<file path="src/ssp_params.svh">
// Purpose: Offsets, field positions, reset values and timing counts
// Assumes: 40 MHz pclk, APB byte addresses, one aligned word per register
// Notes:   Definitions only
`ifndef SSP_PARAMS_SVH
`define SSP_PARAMS_SVH
`define SSP_OFS_CON1 8'h00
`define SSP_OFS_CON3 8'h04
`define SSP_OFS_MASK 8'h08
`define SSP_OFS_ADDR 8'h0c
`define SSP_OFS_BUF  8'h10
`define SSP_OFS_STAT 8'h14
`define SSP_RST_CON1 8'h00
`define SSP_RST_CON3 8'h00
`define SSP_RST_MASK 8'hff
`define SSP_RST_ADDR 8'h00
// Fields of port_control_one
`define SSP_C1_OV  6
`define SSP_C1_EN  5
`define SSP_C1_CKP 4
// Fields of port_status_reg
`define SSP_ST_BF  0
`define SSP_ST_BCL 1
`define SSP_ST_RW  2
// Mode encodings
`define SSP_M_SPIS_SS  4'h4
`define SSP_M_SPIS     4'h5
`define SSP_M_I2CS7    4'h6
`define SSP_M_I2CS10   4'h7
`define SSP_M_I2CM     4'h8
`define SSP_M_I2CFW    4'hb
`define SSP_M_I2CS7I   4'he
`define SSP_M_I2CS10I  4'hf
// Fixed upper pattern of a 10-bit high address byte
`define SSP_TEN_HI 5'b11110
// Timing
`define SSP_CLK_NS        25
`define SSP_HOLD_LONG_NS  300
`define SSP_HOLD_SHORT_NS 100
`define SSP_HOLD_LONG_CYC \
    ((`SSP_HOLD_LONG_NS + `SSP_CLK_NS - 1) / `SSP_CLK_NS)
`define SSP_HOLD_SHORT_CYC \
    ((`SSP_HOLD_SHORT_NS + `SSP_CLK_NS - 1) / `SSP_CLK_NS)
`endif

</file>
<file path="src/ssp_pkg.sv">
// Purpose: Types shared by the serial port files
// Assumes: Nothing
// Notes:   Constants live in ssp_params.svh
package ssp_pkg;
    typedef struct packed {
        logic ack_phase_flag;
        logic stop_irq_enable;
        logic start_irq_enable;
        logic buffer_overwrite_enable;
        logic sda_hold_select;
        logic slave_collision_detect_enable;
        logic address_hold_enable;
        logic data_hold_enable;
    } ssp_ctrl3_s;

    typedef enum logic [4:0] {
        S_IDLE = 5'b00001,
        S_RX   = 5'b00010,
        S_ACK  = 5'b00100,
        S_TX   = 5'b01000,
        S_TACK = 5'b10000
    } ssp_state_e;
endpackage : ssp_pkg

</file>
<file path="src/ssp_baud_div.sv">
// Purpose: Half-period tick for the master serial clock
// Assumes: div stable while en is high
// Notes:   Tick every 2*(div+1) cycles, so a full period is 4*(div+1)
module ssp_baud_div #(
    parameter int W = 8
) (
    input  wire logic         pclk,
    input  wire logic         presetn,
    input  wire logic         en,
    input  wire logic [W-1:0] div,
    output logic              tick
);
    logic [W:0] cnt;
    logic [W:0] last;

    assign last = {div, 1'b1};
    assign tick = en & (cnt == last);

    always_ff @(posedge pclk or negedge presetn) begin
        if (!presetn) begin
            cnt <= '0;
        end else if (!en || tick) begin
            cnt <= '0;
        end else begin
            cnt <= cnt + 1'b1;
        end
    end
endmodule // ssp_baud_div

</file>
<file path="src/ssp_edge.sv">
// Purpose: Rising and falling edge detect on a group of pins
// Assumes: Inputs synchronous to pclk
// Notes:   Edges are combinational, one cycle wide
module ssp_edge #(
    parameter int W = 3
) (
    input  wire logic         pclk,
    input  wire logic         presetn,
    input  wire logic [W-1:0] d,
    output logic      [W-1:0] rise,
    output logic      [W-1:0] fall
);
    logic [W-1:0] prev;

    always_ff @(posedge pclk or negedge presetn) begin
        if (!presetn) begin
            prev <= '1;
        end else begin
            prev <= d;
        end
    end

    assign rise = d & ~prev;
    assign fall = ~d & prev;
endmodule // ssp_edge

</file>
<file path="src/ssp_slave_ctrl.sv">
// Purpose: Serial port config, address match, hold and overflow logic
// Assumes: Pins synchronous to pclk; open-drain pins driven low by *_oe
// Notes:   APB slave, zero wait state; SPI slave receive only
//
// Added by the designer: register access over APB and the register offsets.
`include "ssp_params.svh"

module ssp_slave_ctrl
    import ssp_pkg::*;
(
    input  wire logic        pclk,
    input  wire logic        presetn,
    input  wire logic        psel,
    input  wire logic        penable,
    input  wire logic        pwrite,
    input  wire logic [7:0]  paddr,
    input  wire logic [31:0] pwdata,
    output logic      [31:0] prdata,
    output logic             pready,
    output logic             pslverr,
    input  wire logic        scl_in,
    output logic             scl_oe,
    input  wire logic        sda_in,
    output logic             sda_oe,
    input  wire logic        sck_in,
    input  wire logic        sdi_in,
    input  wire logic        ss_n_in,
    output logic             port_irq,
    output logic             collision_irq
);
    logic [7:0] con1, con3, msk, add, rx_buf, tx_buf, rx_sh;
    logic [7:0] tx_sh, next_con1, next_con3, rd_mux, spi_word;
    logic [6:0] spi_sh;
    logic [3:0] mode, bitcnt, hold_cnt;
    logic [2:0] spi_cnt, rise, fall;
    logic       bf, bcl, rw, is_addr, lo_pend, hi_ok, final_r;
    logic       ack_out, mack, m_scl, tick, next_bf, next_bcl;
    ssp_state_e st;
    ssp_ctrl3_s c3;

    // Bus decode
    wire setup  = psel & ~penable;
    wire acc    = psel & penable & pready;
    wire wr     = acc & pwrite;
    wire rd     = acc & ~pwrite;
    wire h_c1   = paddr == `SSP_OFS_CON1;
    wire h_c3   = paddr == `SSP_OFS_CON3;
    wire h_msk  = paddr == `SSP_OFS_MASK;
    wire h_add  = paddr == `SSP_OFS_ADDR;
    wire h_buf  = paddr == `SSP_OFS_BUF;
    wire h_st   = paddr == `SSP_OFS_STAT;
    wire mapped = h_c1 | h_c3 | h_msk | h_add | h_buf | h_st;
    wire w_c1   = wr & h_c1;
    wire w_c3   = wr & h_c3;
    wire buf_rd = rd & h_buf;

    // Mode decode
    assign mode = con1[3:0];
    assign c3   = ssp_ctrl3_s'(con3);
    wire en     = con1[`SSP_C1_EN];
    wire clock_release_bit    = con1[`SSP_C1_CKP];
    wire ov     = con1[`SSP_C1_OV];
    wire ten    = mode == `SSP_M_I2CS10 || mode == `SSP_M_I2CS10I;
    wire ssirq  = mode == `SSP_M_I2CS7I || mode == `SSP_M_I2CS10I;
    wire i2c_s  = en & (ten | ssirq | mode == `SSP_M_I2CS7);
    wire i2c_m  = en & (mode == `SSP_M_I2CM || mode == `SSP_M_I2CFW);
    wire i2c    = i2c_s | i2c_m;
    wire spi_s  = en & (mode == `SSP_M_SPIS_SS || mode == `SSP_M_SPIS);
    wire hold_en = c3.address_hold_enable | c3.data_hold_enable;

    ssp_edge #(
        .W    (3)
    ) u_edge (
        .pclk    (pclk),
        .presetn (presetn),
        .d       ({sck_in, sda_in, scl_in}),
        .rise    (rise),
        .fall    (fall)
    );

    ssp_baud_div #(
        .W    (8)
    ) u_div (
        .pclk    (pclk),
        .presetn (presetn),
        .en      (i2c_m),
        .div     (add),
        .tick    (tick)
    );

    // Bus conditions
    wire start_det = i2c & fall[1] & scl_in;
    wire stop_det  = i2c & rise[1] & scl_in;

    // Address compare
    wire m7 = ((rx_sh ^ add) & msk & 8'hfe) == 8'h00;
    wire lo = ((rx_sh ^ add) & msk) == 8'h00;
    wire hi = rx_sh[7:3] == `SSP_TEN_HI
            && ((rx_sh[2:1] ^ add[2:1]) & msk[2:1]) == 2'b00;
    wire addr_ok = !ten ? m7
                 : lo_pend ? lo : hi & (~rx_sh[0] | hi_ok);
    wire final_a = ~ten | lo_pend | rx_sh[0];

    // Byte end in slave receive
    wire byte_done = i2c_s && st == S_RX && fall[0] && bitcnt == 4'd8;
    wire accept    = ~bf & (c3.buffer_overwrite_enable | ~ov);
    wire ack_now   = accept & (~is_addr | addr_ok);
    wire i2c_load  = byte_done & ack_now;
    wire i2c_ov    = byte_done & bf & (~is_addr | addr_ok);
    wire ckp_clr   = byte_done & (is_addr ? addr_ok & c3.address_hold_enable
                                          : c3.data_hold_enable);
    wire coll      = i2c_s && st == S_TX && rise[0]
                     && tx_sh[7] && !sda_in;

    // SPI slave receive
    wire spi_act  = spi_s & (mode == `SSP_M_SPIS | ~ss_n_in);
    wire spi_edge = clock_release_bit ? fall[2] : rise[2];
    wire spi_byte = spi_act && spi_edge && spi_cnt == 3'd7;
    assign spi_word = {spi_sh, sdi_in};
    // Only slave modes reach the overwrite choice
    wire spi_load = spi_byte & (~bf | c3.buffer_overwrite_enable);
    wire set_ov   = i2c_ov | (spi_byte & bf);
    wire load     = i2c_load | spi_load;

    // Register next values; hardware set wins over software clear
    assign next_con1 = {1'b0,
        set_ov | (w_c1 ? pwdata[6] : ov),
        w_c1 ? pwdata[5] : en,
        ~ckp_clr & (w_c1 ? pwdata[4] : clock_release_bit),
        w_c1 ? pwdata[3:0] : mode};
    wire ack_nx = i2c_s & hold_en & (byte_done
                | (c3.ack_phase_flag & ~(st == S_ACK & rise[0])));
    assign next_con3 = {ack_nx, w_c3 ? pwdata[6:0] : con3[6:0]};
    assign next_bf   = load | (bf & ~buf_rd);
    assign next_bcl  = coll | (bcl & ~(wr & h_st & pwdata[`SSP_ST_BCL]));

    assign rd_mux = h_c1  ? con1
                  : h_c3  ? con3
                  : h_msk ? msk
                  : h_add ? add
                  : h_buf ? rx_buf
                  : h_st  ? {5'h00, rw, bcl, bf}
                  : 8'h00;

    // APB answer, one access cycle
    always_ff @(posedge pclk or negedge presetn) begin
        if (!presetn) begin
            pready  <= 1'b0;
            pslverr <= 1'b0;
            prdata  <= 32'h0000_0000;
        end else begin
            pready  <= setup;
            pslverr <= setup & ~mapped;
            if (setup) begin
                prdata <= {24'h00_0000, rd_mux};
            end
        end
    end

    // Registers
    always_ff @(posedge pclk or negedge presetn) begin
        if (!presetn) begin
            con1   <= `SSP_RST_CON1;
            con3   <= `SSP_RST_CON3;
            msk    <= `SSP_RST_MASK;
            add    <= `SSP_RST_ADDR;
            tx_buf <= 8'h00;
            bcl    <= 1'b0;
        end else begin
            con1 <= next_con1;
            con3 <= next_con3;
            bcl  <= next_bcl;
            if (wr & h_msk) begin
                msk <= pwdata[7:0];
            end
            if (wr & h_add) begin
                add <= pwdata[7:0];
            end
            if (wr & h_buf) begin
                tx_buf <= pwdata[7:0];
            end
        end
    end

    // Receive buffer
    always_ff @(posedge pclk or negedge presetn) begin
        if (!presetn) begin
            rx_buf <= 8'h00;
            bf     <= 1'b0;
        end else begin
            bf <= next_bf;
            if (load) begin
                rx_buf <= i2c_load ? rx_sh : spi_word;
            end
        end
    end

    // SPI shifter
    always_ff @(posedge pclk or negedge presetn) begin
        if (!presetn) begin
            spi_sh  <= 7'h00;
            spi_cnt <= 3'd0;
        end else if (!spi_act) begin
            spi_cnt <= 3'd0;
        end else if (spi_edge) begin
            spi_sh  <= spi_word[6:0];
            spi_cnt <= spi_cnt + 3'd1;
        end
    end

    // I2C slave sequencer
    always_ff @(posedge pclk or negedge presetn) begin
        if (!presetn) begin
            st      <= S_IDLE;
            bitcnt  <= 4'd0;
            rx_sh   <= 8'h00;
            tx_sh   <= 8'h00;
            is_addr <= 1'b0;
            lo_pend <= 1'b0;
            hi_ok   <= 1'b0;
            final_r <= 1'b0;
            rw      <= 1'b0;
            ack_out <= 1'b0;
            mack    <= 1'b0;
        end else if (!i2c_s || coll) begin
            st      <= S_IDLE;
            ack_out <= 1'b0;
            hi_ok   <= 1'b0;
        end else if (start_det) begin
            st      <= S_RX;
            bitcnt  <= 4'd0;
            is_addr <= 1'b1;
            lo_pend <= 1'b0;
            ack_out <= 1'b0;
        end else if (stop_det) begin
            st    <= S_IDLE;
            hi_ok <= 1'b0;
        end else begin
            case (st)
                S_IDLE: begin
                    ack_out <= 1'b0;
                end
                S_RX: begin
                    if (rise[0]) begin
                        rx_sh  <= {rx_sh[6:0], sda_in};
                        bitcnt <= bitcnt + 4'd1;
                    end
                    if (byte_done) begin
                        st      <= S_ACK;
                        ack_out <= ack_now;
                        final_r <= final_a;
                        if (is_addr && !lo_pend) begin
                            rw    <= rx_sh[0];
                            hi_ok <= hi_ok | (ten & hi & ack_now);
                        end
                    end
                end
                S_ACK: begin
                    if (fall[0]) begin
                        ack_out <= 1'b0;
                        bitcnt  <= 4'd0;
                        tx_sh   <= tx_buf;
                        if (!ack_out) begin
                            st <= S_IDLE;
                        end else if (is_addr && !final_r) begin
                            st      <= S_RX;
                            lo_pend <= 1'b1;
                        end else if (is_addr && rw) begin
                            st <= S_TX;
                        end else begin
                            st      <= S_RX;
                            is_addr <= 1'b0;
                        end
                    end
                end
                S_TX: begin
                    if (fall[0]) begin
                        tx_sh  <= {tx_sh[6:0], 1'b1};
                        bitcnt <= bitcnt + 4'd1;
                        if (bitcnt == 4'd7) begin
                            st <= S_TACK;
                        end
                    end
                end
                S_TACK: begin
                    if (rise[0]) begin
                        mack <= ~sda_in;
                    end
                    if (fall[0]) begin
                        st     <= mack ? S_TX : S_IDLE;
                        tx_sh  <= tx_buf;
                        bitcnt <= 4'd0;
                    end
                end
                default: begin
                    st <= S_IDLE;
                end
            endcase
        end
    end

    // Pin drive with SDA hold after each SCL fall
    wire want_sda = (st == S_ACK && ack_out) || (st == S_TX && !tx_sh[7]);
    wire want_scl = (i2c_s && !clock_release_bit && st != S_IDLE)
                  || (i2c_m && !m_scl);
    wire [3:0] hold_ld = c3.sda_hold_select
                       ? 4'(`SSP_HOLD_LONG_CYC) : 4'(`SSP_HOLD_SHORT_CYC);

    always_ff @(posedge pclk or negedge presetn) begin
        if (!presetn) begin
            hold_cnt <= 4'd0;
            sda_oe   <= 1'b0;
            scl_oe   <= 1'b0;
            m_scl    <= 1'b1;
        end else begin
            scl_oe <= want_scl;
            if (i2c && fall[0]) begin
                hold_cnt <= hold_ld;
            end else if (hold_cnt != 4'd0) begin
                hold_cnt <= hold_cnt - 4'd1;
            end else begin
                sda_oe <= want_sda;
            end
            m_scl <= !i2c_m ? 1'b1 : (tick ? ~m_scl : m_scl);
        end
    end

    // Interrupt pulses
    wire start_ev = start_det & (c3.start_irq_enable | ssirq);
    wire stop_ev  = stop_det & (c3.stop_irq_enable | ssirq);

    always_ff @(posedge pclk or negedge presetn) begin
        if (!presetn) begin
            port_irq      <= 1'b0;
            collision_irq <= 1'b0;
        end else begin
            port_irq      <= start_ev | stop_ev | i2c_load | spi_byte;
            collision_irq <= coll & c3.slave_collision_detect_enable;
        end
    end
endmodule // ssp_slave_ctrl

</file>
<file path="config.mk">
export PLATFORM = sky130hd
export DESIGN_NAME = ssp_slave_ctrl
export DESIGN_NICKNAME = d
export VERILOG_FILES = /design/src/ssp_pkg.sv /design/src/ssp_baud_div.sv /design/src/ssp_edge.sv /design/src/ssp_slave_ctrl.sv
export VERILOG_INCLUDE_DIRS = /design/src
export SDC_FILE = /design/constraint.sdc
export NUM_CORES = 1
export LEC_CHECK = 0
export ABC_CLOCK_PERIOD_IN_PS = 5300
export BUFFER_PORTS_ARGS = -buffer_cell sky130_fd_sc_hd__buf_2
export CORE_MARGIN = 2
export CORE_UTILIZATION = 49
export DETAILED_ROUTE_END_ITERATION = 7
export GPL_ROUTABILITY_DRIVEN = 0
export PLACE_DENSITY = 0.76
export SLEW_MARGIN = 20
export SYNTH_ARGS = -nofsm -noshare
export SYNTH_HDL_FRONTEND = slang
export SYNTH_SLANG_ARGS = --single-unit
</file>
<file path="constraint.sdc">
create_clock -name pclk -period 5.3 [get_ports pclk]
set_clock_uncertainty 0.1 [all_clocks]
set_input_delay 0.795 -clock pclk [delete_from_list [all_inputs] [get_ports pclk]]
set_output_delay 0.795 -clock pclk [all_outputs]
set_load 0.05 [all_outputs]
</file>
Word-level counts from Yosys, hierarchy flattened
Index checks and enable logic that the tools add are counted.

word-level totals
  bits in registers = 122
  output and inout bits = 38
  input port bits = 50
  word-level logic and storage cells = 316

cells by class
  equality and inequality tests = 44
  multiplexer cells = 68
  $add $sub $neg = 4
  reductions and logical operators = 65
  bitwise gates (word level) = 101

operators by type and width
  cell                                                                   count
  8-bit two-way mux                                                      8
  4-bit two-way mux                                                      12
  1-bit AND                                                              45
  5-bit two-way mux                                                      8
  1-bit two-way mux                                                      32
  6-bit AND reduction                                                    5
  1-bit bitwise OR                                                       28
  5-bit one-hot mux with 5 select lines                                  1
  8-bit logical NOT                                                      3
  4-bit by 3-bit equality test with 1-bit output, second input constant  5
  4-bit equality test, second input constant                             5
  1-bit NOT                                                              20
  1-bit logical AND                                                      19
  8-bit by 4-bit equality test with 1-bit output, second input constant  2
  8-bit by 5-bit equality test with 1-bit output, second input constant  2
  8-bit one-hot mux with 2 select lines                                  1
  5-bit != test, second input constant                                   3
  5-bit AND reduction                                                    3
  4-bit one-hot mux with 3 select lines                                  1
  2-bit nonzero test                                                     6
  5-bit equality test, second input constant                             2
  5-bit by 4-bit != test with 1-bit output, second input constant        2
  9-bit by 1-bit adder with 9-bit output, second input constant          1
  9-bit equality test                                                    1
  36 further kinds                                                       67

Depth between registers and ports, before layout
Gate-level depths: netlist (run 1).

  depth after elaboration = 17
  mapped depth = 8
  mapped depth without buffers = 8

Cells and area by module
A second synthesis (run 1) with hierarchy kept.

second synthesis, totals
  cells, all modules = 643
  area, all modules = 6517.5 um2

modules (own cells, without submodules)
  module          seq. area each (um2)  times used  cells each  area an instance (um2)
  ssp_slave_ctrl  2765.2                1           583         5884.4
  ssp_baud_div    225.2                 1           51          501.7
  ssp_edge        78.8                  1           9           131.4

Worst setup path before layout (run 1)
No wires, ideal clock.

  kind = in2reg
  start = input port sck_in
  end = register rx_buf[0]
  cell stages on the path = 7
  arrival time = 2.456 ns
  data required time = 5.072 ns
  buffers on the path = 1
  setup slack = 2.616 ns
  setup time = 0.128 ns
  cell sequence = and3b_1 a21oi_1 or2_1 buf_6 a211oi_4 mux2_1 mux2_1

between the ends
  cells in the longest elaborated chain, start to end = 7
  elaborated cells on any way between the ends = 8
  those cells by class = mux: 1; bitwise: 5; reduce/logical: 2

ends and longest elaborated chain
  element                            RTL line               text
  from (decl)                        ssp_slave_ctrl.sv:25   input wire logic sck_in,
  3-bit NOT                          ssp_edge.sv:24         assign fall = ~d & prev;
  3-bit AND                          ssp_edge.sv:24
  1-bit two-way mux *                ssp_slave_ctrl.sv:117  wire spi_edge = clock_release_bit ? fall[2] : rise[2];
  1-bit logical AND * (2 in series)  ssp_slave_ctrl.sv:118  wire spi_byte = spi_act && spi_edge && spi_cnt == 3'd7;
  1-bit AND *                        ssp_slave_ctrl.sv:121  wire spi_load = spi_byte & (~bf | c3.buffer_overwrite_enable);
  1-bit bitwise OR *                 ssp_slave_ctrl.sv:123  wire load = i2c_load | spi_load;
  to (signal assigned)               ssp_slave_ctrl.sv:193  rx_buf <= i2c_load ? rx_sh : spi_word;
  to (decl)                          ssp_slave_ctrl.sv:31   logic [7:0] con1, con3, msk, add, rx_buf, tx_buf, rx_sh;

Every way passes the cells marked *; elsewhere a longest branch is shown, timed or not.
A chain may end at the register's enable or synchronous reset.

Worst setup path in the final report (run 1)
  start = register con1[1]
  end = register rx_buf[3]

between the ends
  cells in the longest elaborated chain, start to end = 10
  elaborated cells on any way between the ends = 27
  those cells by class = eq/ne: 6; mux: 2; bitwise: 11; reduce/logical: 8

ends and longest elaborated chain
  element                                                                                                 RTL line                                      text
  from (decl)                                                                                             ssp_slave_ctrl.sv:31
  from (signal assigned)                                                                                  ssp_slave_ctrl.sv:163                         con1 <= `SSP_RST_CON1;
  from (signal assigned)                                                                                  ssp_slave_ctrl.sv:170                         con1 <= next_con1;
  4-bit by 3-bit equality test with 1-bit output (no source line) or 4-bit equality test (tied branches)  -
  1-bit logical OR (no source line)                                                                       -
  1-bit bitwise OR                                                                                        ssp_slave_ctrl.sv:65                          wire i2c_s = en & (ten | ssirq | mode == `SSP_M_I2CS7);
  1-bit bitwise OR (no source line)                                                                       -
  1-bit AND                                                                                               ssp_slave_ctrl.sv:65
  1-bit logical AND (3 in series)                                                                         ssp_slave_ctrl.sv:105                         wire byte_done = i2c_s && st == S_RX && fall[0] && bitcnt == 4'd8;
  1-bit AND                                                                                               ssp_slave_ctrl.sv:108                         wire i2c_load = byte_done & ack_now;
  8-bit two-way mux or 1-bit bitwise OR (tied branches)                                                   ssp_slave_ctrl.sv:193, ssp_slave_ctrl.sv:123

Parallel ways exist; a longest one is shown, timed or not.

==> reports/qor.yml, run 1 <==
status:
  outcome: "complete, no violations"
clock_tree:
  holdBufCountCts: 0
  htree_levels: 4
  post_cts_resized: 0
  cts_tree: "yes"
  clock_path_buffers: 2
  clock-root-buffer: "clkbuf_16"
  insertion_delay_ns: 0.42
  cts_num_sinks: 122
  post-cts-setup-buffers: 0
  numCtsBuffers: 17
  cts.clk_slew.worst_paths_ns: 0.06
timing:
  max_freq_mhz: 366
  maxSlewViolCount: 0
  finalSetupViolCount: 0
  period_needed_ns: 2.73
  finalHoldViolCount: 0
  whs_ns: 0.341
  setup_slack_ns: 2.57
  worst_pin_slew_ns: 0.792
  fin_crit_sh_pct: 51.5
  rsz0062_at_grt: "false"
  setup_tns_ns: 0
  relSlewSlack_pct: 46.8
routing:
  wl_mm: 15.9
  vias: 5047
  wl_per_cell_um: 18.4
  drc_errors: 0
  ant_nets: 0
  dr.first_iter.drc_count: 423
  dr.pass1.iters: 7
  vias_per_cell: 5.85
grt:
  overflow: 0
  grt_util_all_layers_pct: 23.5
  grt_start_max_net_pins: 63
  grt_pass1_wl_mm: 25.8
  grt_pass1_vias: 5032
  antenna_found_initial: 0
floorplanning:
  initial_core_util_pct: 50.4
  fp.dieW_um: 118
  dieArea_um2: 14000
  pin_count: 88
  fp.dieH_um: 118
  rows: 41
  core_area_um2: 12700
layout:
  antenna_cells: 0
  final_cell_mix: "dfrtp_1, nand2_1, nor2_1"
  area_delta_synth_final_pct: 13.6
  final_nets: 734
  final_common_cell: "dfrtp_1"
  drive_gt1_share_pct: 20.1
worst_setup_path:
  cp-end-kind: "flip-flop"
  cp.arrival_ns: 2.93
  rrSetupSlack_ns: 2.57
  cp_max_fo: 10
  path_class: "flip-flop to flip-flop"
  critical_path_required_ns: 5.50
  startpoint_type: "flip-flop"
synthesis:
  synth_flop_cell: "dfrtp_1"
  ys_warn_count: 0
  synthArstFlopShare_pct: 100
  yosysSeqAreaShare_pct: 47.8
  syn-cell-area_um2: 6410
  ys_top_cells_by_area: "dfrtp_1, mux2_2, dfstp_2"
  synth_edf_count: 0
  yosysUniqueCellTypes: 69
  synth_top_area_share_pct: 42.5
  yosys.area.top_type: "dfrtp_1"
  synth_cells: 634
  avgSynthCellArea_um2: 10.1
  ys_ff_latch: 122
pwr:
  ir_drop_uv: 202
  p_total_w: 0.00236
  netSwitchingPower_w: 0.000579
  combinationalPowerShare_pct: 8.3
  p_leak_nw: 3.50
  power_density_nw_per_um2: 325
  internal_power_w: 0.00179
  p_seq_share_pct: 41.4
  pwr-share-clk_pct: 50.3
  sw_frac_of_total_pct: 24.5
flow_run:
  maxCapViolCount: 0
placement:
  dp_slack_ns: 2.29
  post-dp-hpwl_mm: 11.4
  io_buffers: 39
hold_path:
  min_path_type: "primary input to asynchronous set/reset pin"
-- logic make-up after synthesis --
family | share of synthesized area, %
simple gates | 16.5
compound gates | 12.6
flops | 47.8
mux | 11.7
buf+inv | 5.68
xor+xnor | 4.23
fa+ha+maj | 1.37
other cells | 0.0585
-- synth_stat cells, types with 3 or more instances --
library cell  number
ha_1               7
nand3_1           21
a21oi_1           29
or2_2              3
o22ai_1            8
dfstp_2           13
and3_1             6
mux2_1            19
mux2i_1           12
xnor2_1           11
nand2b_1           7
nand2_1           72
inv_1             26
nor2_1            47
a31oi_1            4
a22o_1             4
o21ai_0           37
dfrtp_1          109
buf_2              3
a21o_1             4
clkbuf_1          11
a211oi_1           3
mux2_2            37
buf_4             25
o211ai_1           4
xor2_1            20
nor4_1             5
nor2b_1            5
and2_1             3
nand4_1            8
a22oi_1           10
nor3_1            13
-- routing by layer --
metal / GRT usage [%] / wire length (µm)
met5: 0 / 0
met4: 9.30 / 404
met3: 5.84 / 1200
met2: 38.0 / 7600
met1: 30.4 / 6680
-- worst max-delay path, stage by stage (launching register included) --
cell      delay [ns]
dfrtp_1         0.49
and4bb_1        0.32
o21ai_2         0.12
or2_1           0.39
a211oi_4        0.50
mux2_1          0.37
mux2_1          0.30
-- flip-flops by register name (all words and copies together) (netlist names), 8 cells and up --
register and flops:
rx_sh 8, rx_buf 8, tx_buf 8, msk 8
add 8, prdata 8, u_div.cnt 9, tx_sh 8
c3 8
-- stage by stage --
step | util [%] | cells | instance area [µm²]
finish | 57.3 | 862 | 7280
global route | 57.3 | 862 | 7280
CTS | 57.3 | 862 | 7280
detailed placement | 52.4 | 830 | 6670
global placement | 52.4 | 830 | 6670
floorplan | - | 657 | 6500
-- final timing paths --
| check | start | endpoint | cells past startpoint |
|---|---|---|---|
| worst max-delay path | con1[1] | rx_buf[3] | 6 |
| worst min-delay path | presetn | scl_oe | 1 |
| worst max register to register | con1[1] | rx_buf[3] | 6 |
| worst min register to register | tx_sh[2] | tx_sh[2] | 2 |
| max in group asynchronous | presetn | st[3] | 2 |
| min in group pclk | tx_sh[2] | tx_sh[2] | 2 |
-- layout make-up --
type                            instances  area, µm²
Fill cell                            1092       5440
Sequential cell                       122       3070
Multi-Input combinational cell        468       3070
Clock buffer                           21        470
Timing Repair Buffer                   42        220
Tap cell                              172        215
Clock inverter                         11        144
Inverter                               26       97.6
-- power groups by stage --
stage	clock, W	combinational, W	sequential [W]
final	0.00119	0.000197	0.000978
after floorplan	0	0.000130	0.00100
after CTS	0.00120	0.000199	0.000978
after detailed placement	0	0.000196	0.000993
after global placement	0	0.000184	0.000991
after global routing	0.00125	0.000218	0.000981
Power figures use the tool's default switching activity.
==> inputs of run 2 (changes only) <==
- ABC_CLOCK_PERIOD_IN_PS: 5300 -> 2700
- clock period: 5.3 -> 2.7 ns (I/O delays scaled with it)
==> run 2 against run 1 <==
Via count grew 2.2%. First-iteration DRC count fell by 12%. Cell area up 2.0%. Register-to-register slack got worse by 2.4 ns.
==> reports/qor.yml, run 2 (synthesis results as in run 1) <==
clock_tree:
  cts.clk_slew.worst_paths_ns: 0.06
  insertion_delay_ns: 0.42
  cts_num_sinks: 122
  cts_tree: "yes"
  clock_path_buffers: 2
  numCtsBuffers: 17
  htree_levels: 4
  clock-root-buffer: "clkbuf_16"
worst_setup_path:
  cp_max_fo: 8
  cp.arrival_ns: 2.74
  startpoint_type: "primary input"
  critical_path_required_ns: 2.89
  path_class: "primary input to flip-flop"
  rrSetupSlack_ns: 0.21
  cp-end-kind: "flip-flop"
routing:
  wl_mm: 16.0
  vias_per_cell: 5.87
  dr.first_iter.drc_count: 371
  vias: 5158
  wl_per_cell_um: 18.2
  drc_errors: 0
  dr.pass1.iters: 8
  ant_nets: 0
timing:
  rsz0062_at_grt: "false"
  fin_crit_sh_pct: 94.5
  finalHoldViolCount: 0
  max_freq_mhz: 392
  worst_pin_slew_ns: 0.784
  period_needed_ns: 2.55
  relSlewSlack_pct: 47.8
  setup_tns_ns: 0
  maxSlewViolCount: 0
  finalSetupViolCount: 0
layout:
  final_cell_mix: "dfrtp_1, nand2_1, nor2_1"
  final_common_cell: "dfrtp_1"
  regMostFlops: "u_div.cnt"
  final_nets: 751
  drive_gt1_share_pct: 22.2
  multi_input_comb_area_um2: 3080
  antenna_cells: 0
  register_area_um2: 3070
  largest_reg_flops: 9
  area_delta_synth_final_pct: 15.8
  nFillCells: 1062
grt:
  grt_pass1_vias: 5030
  grt_pass1_wl_mm: 25.8
  grt_util_all_layers_pct: 23.4
  antenna_found_initial: 0
  overflow: 0
  grt_start_max_net_pins: 59
placement:
  io_buffers: 39
  post-dp-hpwl_mm: 11.6
pwr:
  ir_drop_uv: 563
  p_total_w: 0.00445
  p_leak_nw: 3.57
  power_density_nw_per_um2: 600
status:
  outcome: "complete, no violations"
hold_path:
  min_path_type: "primary input to flip-flop"
flow_run:
  maxCapViolCount: 0
floorplanning:
  core_area_um2: 12700
  dieArea_um2: 14000
  initial_core_util_pct: 50.4
  pin_count: 88
  fp.dieW_um: 118
  fp.dieH_um: 118
  rows: 41
run 2: changes by cell type in the layout (fill, tap and decap cells not counted), moves of 2 or more:
cell	previous run	this run
buf_4	4	15
buf_12	0	4
bufinv_16	3	1
clkbuf_8	3	1
clkinv_4	1	3
dlygate4sd3_1	0	2
inv_6	0	2
run 2: final timing paths:
| kind | endpoint | startpoint | depth (start not counted) |
|---|---|---|---|
| worst max-delay path | rx_buf[5] | sck_in | 9 |
| worst min-delay path | u_edge.prev[1] | sda_in | 1 |
| worst max register to register | rx_buf[5] | con1[1] | 7 |
| worst min register to register | prdata[2] | prdata[2] | 2 |
| max in group asynchronous | msk[0] | presetn | 3 |
| min in group asynchronous | u_div.cnt[0] | presetn | 2 |
run 2: power by group:
part           internal, W  switching, W  total (W)
registers          0.00188     0.0000372    0.00192
clock network      0.00129      0.000857    0.00215
logic             0.000114      0.000277   0.000391
run 2: final cells by class:
| cell class | instances | area share, % |
|---|---|---|
| Multi-Input combinational cell | 468 | 41.4 |
| Clock buffer | 18 | 5.91 |
| Inverter | 26 | 1.31 |
| Sequential cell | 122 | 41.3 |
| Clock inverter | 14 | 1.67 |
| Tap cell | 172 | 2.90 |
| Timing Repair Buffer | 59 | 5.42 |
run 2: critical path: stages:
cell and delay (ns):
dlygate4sd3_1 0.55, buf_2 0.14, and3b_1 0.20, a21oi_1 0.10
or2_1 0.31, a211oi_4 0.23, buf_12 0.16, mux2_1 0.33
mux2_1 0.31
run 2: layer usage:
layer / vias up / part of all wire, % / global-route usage (%)
li1: 2326 / - / -
met1: 2561 / 41 / 30.1
met2: 236 / 49 / 38.1
met3: 35 / 8.1 / 6.03
met4: 0 / 2.3 / 9.15
met5: - / 0 / 0
run 2: metrics by stage:
| step | std cells | instance area (µm²) | utilization (%) | hold WS (ns) | worst slack [ns] |
|---|---|---|---|---|---|
| global route | 879 | 7430 | 58.4 | 0.0293 | 0.0546 |
| floorplan | 657 | 6500 | - | 0.00941 | 0.283 |
| global placement | 843 | 6790 | 53.4 | 0.361 | 0.179 |
| detailed placement | 843 | 6790 | 53.4 | 0.369 | 0.0719 |
| CTS | 877 | 7380 | 58.0 | 0.0303 | 0.00312 |
| finish | 879 | 7430 | 58.4 | 0.0378 | 0.148 |
run 2: timing repair:
action	4_1_cts	5_1_grt
hold endpoints to repair	8	0
hold buffers	2	0
setup buffers	0	2
endpoints found under the setup margin	0	17
gates resized for setup	0	3
==> inputs of run 3 (changes only) <==
- CORE_ASPECT_RATIO: default -> 1.1
- TNS_END_PERCENT: default -> 10
==> run 3 against run 2 <==
The run now ends with DRC left. Cell area shrank 0.13%. Core utilization is essentially flat. Critical path depth shrank 3. Count of clock-buffer cells in the layout is the same. Wire length grew 1.9%. Total power grew 1.9%. Hold slack gained 0.029 ns. Clock power grew 3%. Fmax grew 0.85%. Setup slack gained 0.021 ns. Flip-flop and latch count is the same. First-iteration DRC count grew 37%. Critical endpoint is now rx_sh[3]. Highest routed layer unchanged.
==> reports/qor.yml, run 3 (synthesis results as in run 1) <==
layout:
  final_nets: 754
  regMostFlops: "u_div.cnt"
  multi_input_comb_area_um2: 3070
  largest_reg_flops: 9
  area_delta_synth_final_pct: 15.6
  final_cell_mix: "dfrtp_1, nand2_1, nor2_1"
  final_common_cell: "dfrtp_1"
  nFillCells: 1027
  final_core_util_pct: 58.4
  drive_gt1_share_pct: 22.3
  register_area_um2: 3070
  antenna_cells: 0
clock_tree:
  cts_num_sinks: 122
  numCtsBuffers: 17
  cts.clk_slew.worst_paths_ns: 0.06
  post_cts_resized: 0
  clock_path_buffers: 2
  insertion_delay_ns: 0.42
  clock-root-buffer: "clkbuf_16"
  htree_levels: 4
  cts_tree: "yes"
pwr:
  ir_drop_uv: 387
  power_density_nw_per_um2: 612
  p_leak_nw: 3.59
timing:
  setup_slack_ns: 0.170
  relSlewSlack_pct: 58.2
  rsz0062_at_grt: "false"
  worst_pin_slew_ns: 0.628
  fin_crit_sh_pct: 93.7
  maxSlewViolCount: 0
  whs_ns: 0.0671
  finalHoldViolCount: 0
  max_freq_mhz: 395
  period_needed_ns: 2.53
  finalSetupViolCount: 0
  setup_tns_ns: 0
floorplanning:
  initial_core_util_pct: 50.5
  fp.dieW_um: 113
  core_area_um2: 12700
  rows: 43
  dieArea_um2: 14000
  pin_count: 88
  fp.dieH_um: 124
worst_setup_path:
  cp_cell_sequence: "nor3_1 -> a41o_1 -> a21oi_2 -> nand2_1 -> nor3_4 -> mux2_2"
  reg2reg_depth: 6
  cp.arrival_ns: 2.73
  cp-end-kind: "flip-flop"
  critPathSlowestCell: "dfstp_2"
  startpoint_type: "flip-flop"
  critical_path_required_ns: 2.90
  cp_max_fo: 8
  rrSetupSlack_ns: 0.17
  crit_cells: 6
  cp_num_buf_inv: 0
  path_class: "flip-flop to flip-flop"
  max_stage_delay_ns: 0.59
  crit_family: "simple AND/OR/NAND/NOR gates"
hold_path:
  min_path_type: "primary input to flip-flop"
  hold_depth: 1
placement:
  io_buffers: 39
  post-dp-hpwl_mm: 11.8
  dp_slack_ns: 0.147
status:
  violations: "DRC"
  outcome: "finished, violations left"
grt:
  overflow: 0
  grt_pass1_wl_mm: 26.0
  grt_util_all_layers_pct: 24.1
  grt_pass1_vias: 5116
  antenna_found_initial: 0
  grt_start_max_net_pins: 56
flow_run:
  maxCapViolCount: 0
routing:
  wl_per_cell_um: 18.8
  vias: 5111
  ant_nets: 0
  dr.pass1.iters: 8
  vias_per_cell: 5.90
  drc_errors: 6
  wl_mm: 16.3
  dr.first_iter.drc_count: 507
## run 3: cell count changes in the layout (fill, tap and decap cells not counted)
cell | previous run | this run
buf_4 | 15 | 20
buf_12 | 4 | 2
bufinv_16 | 1 | 2
clkinvlp_4 | 4 | 3
dfrtp_1 | 108 | 109
dfrtp_2 | 1 | 0
nand3_1 | 20 | 21
nand3_2 | 1 | 0
nor2_2 | 0 | 1
nor2_4 | 1 | 0
## run 3: stage by stage
stage | instance area [µm²] | instances | power (W)
final | 7420 | 867 | 0.00454
after global routing | 7420 | 867 | 0.00467
after CTS | 7400 | 866 | 0.00457
after detailed placement | 6790 | 832 | 0.00234
after global placement | 6790 | 832 | 0.00232
after floorplan | 6500 | 657 | 0.00223
## run 3: layer usage
layer | global-route usage, % | routed length, µm | vias to the layer above
met2 | 39.1 | 7910 | 240
met1 | 29.6 | 6630 | 2489
met5 | 0 | 0 | -
li1 | - | - | 2326
met4 | 13.9 | 658 | 0
met3 | 5.89 | 1120 | 56
## run 3: path summary, 6_finish.rpt
check | from | end
max | st[0] | rx_sh[3]
min | sda_in | u_edge.prev[1]
max reg2reg | st[0] | rx_sh[3]
min reg2reg | prdata[2] | prdata[2]
max in group asynchronous | presetn | u_edge.prev[0]
min in group asynchronous | presetn | u_div.cnt[2]
## run 3: final cells by class
cell class / instances / share of cell area [%]
sequential: 122 / 41.4
multi-input combinational: 468 / 41.4
clock buffer: 18 / 5.92
timing repair buffer: 62 / 5.40
tap: 157 / 2.65
clock inverter: 14 / 1.97
inverter: 26 / 1.32
## run 3: report_power, final
| group | internal [W] | leakage (nW) | switching, W |
|---|---|---|---|
| combinational | 0.000113 | 1.72 | 0.000286 |
| sequential | 0.00188 | 1.59 | 0.0000365 |
| clock | 0.00138 | 0.282 | 0.000842 |
| total | 0.00338 | 3.59 | 0.00116 |
## run 3: repair_timing
action | CTS | global route
buffers inserted | 0 | 1
hold buffers | 2 | 0
endpoints found under the setup margin | 0 | 8
endpoints found under the hold margin | 44 | 0
